File: src/hw/dma_bus_pkg.sv
//==========================================================
//==========================================================
package dma_bus_pkg;
   localparam int COUNT_W = 16;
   localparam int CYC_W = 2;
   localparam logic [CYC_W-1:0] XFER_CYCLES = 2'h3;
   localparam logic [CYC_W-1:0] CYC_ZERO = 2'h0;
   localparam logic [COUNT_W-1:0] COUNT_ZERO = 16'h0000;
   localparam logic [COUNT_W-1:0] COUNT_ONE = 16'h0001;
   localparam int REFRESH_NS = 15500;
   localparam int CLK_NS = 100;
   localparam int REFRESH_CYCLES = REFRESH_NS / CLK_NS;
   localparam int EXT_BURST_LIMIT = 15;

   typedef enum logic [2:0] {
      ST_IDLE = 3'h0,
      ST_REQ = 3'h1,
      ST_XFER = 3'h3,
      ST_DONE = 3'h2,
      ST_FLOAT = 3'h6
   } bus_state_t;
endpackage : dma_bus_pkg

File: src/hw/host_dma_burst_release_control.sv
//==========================================================
// Host bus ownership for block DMA
//==========================================================
module host_dma_burst_release_control
   import dma_bus_pkg::*;
(
   input wire logic core_clk,
   input wire logic rst,
   input wire logic block_start,
   input wire logic [COUNT_W-1:0] block_len,
   input wire logic [COUNT_W-1:0] burst_len,
   input wire logic cycle_steal,
   input wire logic host_hold_grant,
   input wire logic bus_release_request_n,
   output logic host_hold_request,
   output logic host_bus_owned_n,
   output logic bus_drive_en,
   output logic address_latch_strobe,
   output logic block_busy,
   output logic block_done
);
   bus_state_t state;
   bus_state_t next_state;
   logic [COUNT_W-1:0] remain;
   logic [COUNT_W-1:0] next_remain;
   logic [COUNT_W-1:0] burst_left;
   logic [COUNT_W-1:0] next_burst_left;
   logic [COUNT_W-1:0] burst_cfg;
   logic [COUNT_W-1:0] next_burst_cfg;
   logic steal;
   logic next_steal;
   logic next_hold;
   logic next_owned_n;
   logic next_drive;
   logic next_busy;
   logic next_block_done;
   logic xfer_start;
   logic xfer_strobe;
   logic xfer_done;
   logic [COUNT_W-1:0] burst_load;

   xfer_cycle u_cycle (
      .core_clk(core_clk),
      .rst(rst),
      .start(xfer_start),
      .strobe(xfer_strobe),
      .done(xfer_done)
   );

   // Without cycle steal, zero length configured means whole remainder in one burst
   always_comb begin
      if (steal)
         burst_load = COUNT_ONE;
      else if (burst_cfg == COUNT_ZERO || burst_cfg > remain)
         burst_load = remain;
      else
         burst_load = burst_cfg;
   end

   //==========================================================
   // Ownership sequencing
   //==========================================================
   always_comb begin
      next_state = state;
      next_remain = remain;
      next_burst_left = burst_left;
      next_burst_cfg = burst_cfg;
      next_steal = steal;
      next_hold = host_hold_request;
      next_owned_n = host_bus_owned_n;
      next_drive = bus_drive_en;
      next_busy = block_busy;
      next_block_done = 1'b0;
      xfer_start = 1'b0;
      case (state)
         ST_IDLE: begin
            if (block_start && block_len != COUNT_ZERO) begin
               next_remain = block_len;
               next_burst_cfg = burst_len;
               next_steal = cycle_steal;
               next_busy = 1'b1;
               next_hold = 1'b1;
               next_state = ST_REQ;
            end
         end
         ST_REQ: begin
            // Grant alone is enough to take the bus and start cycles
            if (host_hold_grant) begin
               next_owned_n = 1'b0;
               next_drive = 1'b1;
               next_burst_left = burst_load;
               next_state = ST_XFER;
            end
         end
         ST_XFER: begin
            xfer_start = 1'b1;
            next_state = ST_DONE;
         end
         ST_DONE: begin
            if (xfer_done) begin
               next_remain = remain - COUNT_ONE;
               next_burst_left = burst_left - COUNT_ONE;
               // Release sampled at cycle end so no cycle is cut short
               if (remain == COUNT_ONE || burst_left == COUNT_ONE ||
                   !bus_release_request_n) begin
                  next_hold = 1'b0;
                  next_drive = 1'b0;
                  next_state = ST_FLOAT;
               end else begin
                  next_state = ST_XFER;
               end
            end
         end
         ST_FLOAT: begin
            // Outputs already floated one cycle before ownership drops
            next_owned_n = 1'b1;
            if (remain != COUNT_ZERO) begin
               next_hold = 1'b1;
               next_state = ST_REQ;
            end else begin
               next_busy = 1'b0;
               next_block_done = 1'b1;
               next_state = ST_IDLE;
            end
         end
         default: begin
            next_state = ST_IDLE;
            next_hold = 1'b0;
            next_owned_n = 1'b1;
            next_drive = 1'b0;
            next_busy = 1'b0;
         end
      endcase
   end

   always_ff @(posedge core_clk or posedge rst) begin
      if (rst) begin
         state <= ST_IDLE;
         remain <= COUNT_ZERO;
         burst_left <= COUNT_ZERO;
         burst_cfg <= COUNT_ZERO;
         steal <= 1'b0;
         host_hold_request <= 1'b0;
         host_bus_owned_n <= 1'b1;
         bus_drive_en <= 1'b0;
         address_latch_strobe <= 1'b0;
         block_busy <= 1'b0;
         block_done <= 1'b0;
      end else begin
         state <= next_state;
         remain <= next_remain;
         burst_left <= next_burst_left;
         burst_cfg <= next_burst_cfg;
         steal <= next_steal;
         host_hold_request <= next_hold;
         host_bus_owned_n <= next_owned_n;
         bus_drive_en <= next_drive;
         address_latch_strobe <= xfer_strobe;
         block_busy <= next_busy;
         block_done <= next_block_done;
      end
   end

   //==========================================================
   // Checks
   //==========================================================
   a_own_needs_grant: assert property (@(posedge core_clk) disable iff (rst)
      $fell(host_bus_owned_n) |-> $past(host_hold_grant) && host_hold_request)
      else $error("bus owned without grant");
   a_drive_with_own: assert property (@(posedge core_clk) disable iff (rst)
      bus_drive_en |-> !host_bus_owned_n)
      else $error("host bus driven without ownership");
   // Hold request is already back up when ownership drops mid-block, so look one cycle back
   a_float_before_own: assert property (@(posedge core_clk) disable iff (rst)
      $rose(host_bus_owned_n) |-> !bus_drive_en && !$past(bus_drive_en)
      && !$past(host_hold_request))
      else $error("bus-owned rose while still driving");
   a_strobe_owned: assert property (@(posedge core_clk) disable iff (rst)
      address_latch_strobe |-> !host_bus_owned_n && bus_drive_en)
      else $error("strobe outside ownership");
   a_release_honoured: assert property (@(posedge core_clk) disable iff (rst)
      (state == ST_DONE && xfer_done && !bus_release_request_n)
      |-> ##2 host_bus_owned_n)
      else $error("release request not honoured");
   a_rerequest_fast: assert property (@(posedge core_clk) disable iff (rst)
      $rose(host_bus_owned_n) && block_busy |-> host_hold_request)
      else $error("no re-request after release");
   a_steal_single: assert property (@(posedge core_clk) disable iff (rst)
      steal && address_latch_strobe |-> ##1 !address_latch_strobe [*3]
      ##1 (!address_latch_strobe && host_bus_owned_n))
      else $error("cycle steal kept the bus past one transfer");
   a_burst_limit: assert property (@(posedge core_clk) disable iff (rst)
      state == ST_XFER && burst_cfg != COUNT_ZERO |-> burst_left <= burst_cfg)
      else $error("burst exceeds configured length");

   // Strobes inside the current ownership; cleared whenever the bus is given back
   logic [COUNT_W-1:0] own_strobes;
   logic [COUNT_W-1:0] next_own_strobes;

   always_comb begin
      next_own_strobes = own_strobes;
      if (host_bus_owned_n)
         next_own_strobes = COUNT_ZERO;
      else if (address_latch_strobe)
         next_own_strobes = own_strobes + COUNT_ONE;
   end

   always_ff @(posedge core_clk or posedge rst) begin
      if (rst)
         own_strobes <= COUNT_ZERO;
      else
         own_strobes <= next_own_strobes;
   end

   a_burst_count: assert property (@(posedge core_clk) disable iff (rst)
      !steal && burst_cfg != COUNT_ZERO |-> own_strobes <= burst_cfg)
      else $error("more strobes in one ownership than the burst length");
   // Release input as the sequencer saw it at the end of the last transfer
   a_whole_block: assert property (@(posedge core_clk) disable iff (rst)
      $rose(host_bus_owned_n) && !steal && burst_cfg == COUNT_ZERO
      && $past(bus_release_request_n, 2) |-> !block_busy)
      else $error("zero burst length released early");
   c_block_done: cover property (@(posedge core_clk) disable iff (rst) block_done);
   c_forced_release: cover property (@(posedge core_clk) disable iff (rst)
      !bus_release_request_n && $rose(host_bus_owned_n) && block_busy);
   c_steal: cover property (@(posedge core_clk) disable iff (rst)
      steal && address_latch_strobe);
   c_split_burst: cover property (@(posedge core_clk) disable iff (rst)
      burst_cfg != COUNT_ZERO && !steal && $rose(host_bus_owned_n) && block_busy);
endmodule : host_dma_burst_release_control

File: src/hw/xfer_cycle.sv
//==========================================================
// Single transfer timing
//==========================================================
module xfer_cycle
   import dma_bus_pkg::*;
(
   input wire logic core_clk,
   input wire logic rst,
   input wire logic start,
   output logic strobe,
   output logic done
);
   logic [CYC_W-1:0] cnt;
   logic [CYC_W-1:0] next_cnt;
   logic next_strobe;
   logic next_done;

   always_comb begin
      next_cnt = cnt;
      next_strobe = 1'b0;
      next_done = 1'b0;
      if (start && cnt == CYC_ZERO) begin
         next_cnt = XFER_CYCLES;
         next_strobe = 1'b1;
      end else if (cnt != CYC_ZERO) begin
         next_cnt = cnt - 2'h1;
         next_done = (cnt == 2'h1);
      end
   end

   always_ff @(posedge core_clk or posedge rst) begin
      if (rst) begin
         cnt <= CYC_ZERO;
         strobe <= 1'b0;
         done <= 1'b0;
      end else begin
         cnt <= next_cnt;
         strobe <= next_strobe;
         done <= next_done;
      end
   end
endmodule : xfer_cycle

File: config.mk
export PLATFORM = sky130hd
export DESIGN_NAME = host_dma_burst_release_control
export DESIGN_NICKNAME = d
export VERILOG_FILES = /design/src/hw/dma_bus_pkg.sv /design/src/hw/host_dma_burst_release_control.sv /design/src/hw/xfer_cycle.sv
export SDC_FILE = /design/constraint.sdc
export NUM_CORES = 1
export LEC_CHECK = 0
export ABC_AREA = 1
export BUFFER_PORTS_ARGS = -buffer_cell sky130_fd_sc_hd__buf_4
export CAP_MARGIN = 20
export CORE_MARGIN = 3
export CORE_UTILIZATION = 40
export DETAILED_ROUTE_END_ITERATION = 16
export PLACE_DENSITY = 0.66
export SYNTH_ARGS = -nofsm -noshare
export SYNTH_HDL_FRONTEND = slang
export SYNTH_SLANG_ARGS = --single-unit
File: constraint.sdc
create_clock -name core_clk -period 5.5 [get_ports core_clk]
set_clock_uncertainty 0.15 [all_clocks]
set_input_delay 1.375 -clock core_clk [delete_from_list [all_inputs] [get_ports core_clk]]
set_output_delay 1.375 -clock core_clk [all_outputs]
set_load 0.02 [all_outputs]
Word-level counts from Yosys, hierarchy flattened
Cells that the tools add are included.
W data, S select, Z words.

storage, ports and cells
  bits of input ports = 38
  flip-flop bits (word level) = 62
  output and inout bits = 6
  logic and storage cells = 95

cells by class
  equal/unequal tests = 13
  order comparisons = 1
  add/sub/neg operators = 3
  mux-type cells = 33
  reduce and logical (&&, ||, !) cells = 27
  bitwise operators = 4

operators with widths
  cell                     number
  $mux W16                 6
  $pmux W16 S2             2
  $eq A16 B1 Y1 const B    2
  $reduce_bool A16 Y1      2
  $sub A16 B1 Y16 const B  2
  $gt A16 B16 Y1           1
  $logic_not A16 Y1        1
  $pmux W3 S5              1
  $mux W1                  14
  $mux W3                  4
  $reduce_and A3 Y1        4
  $ne A2 B2 Y1 const B     5
  $reduce_or A3 Y1         3
  $reduce_bool A2 Y1       4
  $eq A3 B2 Y1 const B     2
  $pmux W1 S3              2
  $reduce_and A5 Y1        1
  $mux W2                  2
  $not A1 Y1               4
  $pmux W1 S4              1
  $reduce_and A2 Y1        2
  $reduce_and A4 Y1        1
  $eq A3 B1 Y1 const B     1
  $eq A3 B3 Y1 const B     1
  other kinds (10)         13

Logic depth before layout (Yosys ltp)
  word-level depth = 6
  depth in mapped cells = 17
  mapped depth without buffers = 17

By module
From an unflattened synthesis, not the netlist that was laid out.

second synthesis, totals
  cells, all modules = 588
  area, all modules = 4,197.8 um^2

modules (own cells, without submodules)
  module                          times used  area each (um^2)  seq. area each (um^2)  cells each
  host_dma_burst_release_control  1           4,018.9           1,452.6                568
  xfer_cycle                      1           178.9             100.1                  20

Worst setup path after synthesis
OpenSTA, ideal clock, no wires.

  path kind = input-to-reg
  start = input block_len[2]
  end = register remain[6]
  library setup time = 0.121 ns
  path slack = 2.912 ns
  arrival time = 2.317 ns
  cell stages on the path = 10
  cell sequence = nor2_1 nand3_1 nor2_1 nand2_1 nand2_1 nand2_1 nand3_1 inv_1 buf_2 a22o_1

on the way
  cells in the longest elaborated chain, start to end = 4

RTL lines
  what                                RTL line                               text
  start: declaration                  host_dma_burst_release_control.sv:10   input wire logic [COUNT_W-1:0] block_len,
  $reduce_bool A16 Y1                 host_dma_burst_release_control.sv:77   if (block_start && block_len != COUNT_ZERO) begin
  $logic_and A1 B1 Y1                 host_dma_burst_release_control.sv:77
  $ne A2 B2 Y1 (no source line)       -
  $reduce_and A3 Y1 (no source line)  -
  end signal: assignment              host_dma_burst_release_control.sv:151  remain <= next_remain;
  end: declaration                    host_dma_burst_release_control.sv:24   logic [COUNT_W-1:0] remain;

Every way passes these cells.
A chain may end at the register's enable or synchronous reset.

Worst setup path in the final report
  start = register state[0]
  end = register remain[2]

on the way
  cells in the longest elaborated chain, start to end = 3

RTL lines
  what                                                         RTL line                               text
  start: declaration                                           host_dma_burst_release_control.sv:22   bus_state_t state;
  start signal: assignment                                     host_dma_burst_release_control.sv:150  state <= next_state;
  $eq A3 B2 Y1 / $logic_not A3 Y1 (equally long branches)      host_dma_burst_release_control.sv:75   case (state)
  $ne A2 B1 Y1 (no source line), or another cell as far along  -
  $reduce_and A3 Y1 (no source line)                           -

Parallel ways exist; a longest one is shown, timed or not.

==> run metrics <==
Routed Antenna Nets 0; Total GRT Usage 19.6%; global-route wire length before repair 17.9 mm; Slew headroom 45.0%; postcts setup bufs 0; clock insertion delay at the later pin of the skew report between 0.3 and 0.4 ns; Pre-antenna DRT Iters 5; Worst-Margin Slew 0.822 ns; Power Dens Cells approximately 210 mW/mm^2; Max Cap Violations 0; WL met3 649 um; synthesized instance count 587; RSZ-0062 raised after global routing false; largest net degree at the start of global routing 63; CP max FO 35; htree depth 3; commonest non-fill, non-tap cell in the layout nand2_1; design area 0.00477 mm^2; layout cell share with drive strength beyond 1 approximately an eighth; status completed; # rows 36; Slew Viols, Final 0; via count roughly 4000; GR Overflow Total 0; Critical Path Source Type flop; met2 wire length 4.96 mm; number of flops mapped to enable cells by yosys 0; core area 0.00986 mm^2; number of diodes 0; # IOs 44; Crit Path Class reg -> reg; fmax 305 MHz; DPL Wire Length 7.94 mm; Layout area overhead 15.9%; hold_buf cts 0; peak supply drop 126 uV; vias in the first global route around 3800; Worst setup EP type flop; Synth Area per Inst 7.01 um^2; synthesized area ~0.0041 mm^2; Hold Crit Class reg -> reg; Static Leak 2.40 nW; Synth Flop Type dfrtp_1; Final Util 48.4%; gpl congestion 0.938; initial antenna violation count 0; FILL cells 1000; Worst EP arrival 3.33 ns; Clock Sinks 62; Hold Slack 0.201 ns; drt total wl about 11 mm; layout net count between 600 and 700; Seq cells post-synth 62; Final period util 59.6%; min cycle time layout 3.28 ns; syn nets 648; Initial Util 41.7%; FFs w/ async S/R, synth 100%; die area 0.0115 mm^2; final hold violation count 0; wire per inst 14.1 um; Place WS between 1.5 and 2 ns; Yosys warnings 0; Synth cell types 33; Num CTS Buffers 9; Remaining DRCs 0; Die Wd 107 um; WL met1 4.92 mm; Seq/Total Area, Yosys 37.7%; Area after DPL around 0.0045 mm^2; most frequent cells in the layout 112 x nand2_1, 83 x inv_1, 78 x nor2_1; clk buf depth 2; final setup TNS 0 ns; Final setup viols 0; I/O Buffers 43; drt first-iter violations 266; PostCTS Resize Cnt 0; Root Buffer clkbuf_8; PnR worst setup slack 2.22 ns; Req. time, crit path 5.55 ns; DR top layer met4; CTS tree yes; clock slew at reported path FFs 0.08 ns; Die Ht around 110 um; Via density roughly 5.2
==> cells by family after synthesis <==
logic type / Yosys count / share of synthesized area (%)
and+or+nand+nor: 276 / 28.9
buffers and inverters: 106 / 10.1
muxes: 1 / 0.274
AOI/OAI and AO/OA: 114 / 15.0
adders and majority gates: 23 / 7.00
DFF: 62 / 37.7
xor gates and xnor gates: 5 / 1.06
==> Yosys cell counts, types with 5 or more instances <==
library cell	count	share of area (%)
dfrtp_1	61	37
clkbuf_1	11	1.0
a21oi_1	47	5.7
nor2_1	79	7.2
nand2_1	112	10
nor3_1	6	0.73
o21ai_0	48	5.8
nand3_1	54	6.6
inv_1	84	7.7
buf_2	5	0.61
xor2_1	5	1.1
ha_1	23	7.0
nand4_1	9	1.4
nor4_1	6	0.91
==> flip-flops by register name, summed over array words and instances, names as in the netlist, 2 cells and up <==
| name | cells |
|---|---|
| burst_cfg | 16 |
| burst_left | 16 |
| remain | 16 |
| state | 3 |
| u_cycle.cnt | 2 |
==> final cells by class <==
cell class	count	area, um^2	share of cell area, %
tap	133	166	3.49
sequential	62	1550	32.6
multi-input combinational	419	2150	45.0
timing repair buffer	46	349	7.32
inverter	88	330	6.93
clock buffer	10	138	2.89
clock inverter	6	85.1	1.78
==> critical path, cell delays in order, from the launching register on <==
cell	delay (ns)
dfrtp_1	0.39
inv_1	0.11
nand2_2	0.08
nor2_4	0.63
inv_2	0.41
nor2_4	0.21
inv_2	0.06
nand3_1	0.33
inv_1	0.42
o211ai_1	0.20
o21ai_0	0.11
==> path summary, 6_finish.rpt <==
check	from	endpoint	slack (ns)	depth (start not counted)
setup / recovery	state[0]$_DFFE_PP0P_	remain[2]$_DFFE_PP0P_	2.22	10
hold / removal	u_cycle.strobe$_DFF_PP0_	address_latch_strobe$_DFF_PP0_	0.20	0
setup reg to reg	state[0]$_DFFE_PP0P_	remain[2]$_DFFE_PP0P_	2.22	10
hold reg to reg	u_cycle.strobe$_DFF_PP0_	address_latch_strobe$_DFF_PP0_	0.20	0
max in group asynchronous	rst	burst_left[3]$_DFFE_PP0P_	3.57	3
min in group asynchronous	rst	burst_left[5]$_DFFE_PP0P_	1.11	3
==> power by group <==
| part | internal, mW | switching [mW] | total [mW] |
|---|---|---|---|
| clock | 0.266 | 0.189 | 0.455 |
| combinational | 0.0296 | 0.0325 | 0.0621 |
| sequential | 0.464 | 0.00708 | 0.471 |
==> metrics by stage <==
stage	std cells	total power [mW]
final	764	0.988
after global routing	764	1.03
after CTS	762	0.997
after detailed placement	746	0.542
after global placement	746	0.540
after floorplan	587	0.509
==> layer usage <==
layer | up-vias | track usage (%)
met5 | - | 0
met4 | 0 | 7.30
met3 | 21 | 3.30
met2 | 141 | 31.5
met1 | 1854 | 26.6
li1 | 1994 | -
No activity file was read; power rests on OpenSTA's default activity.
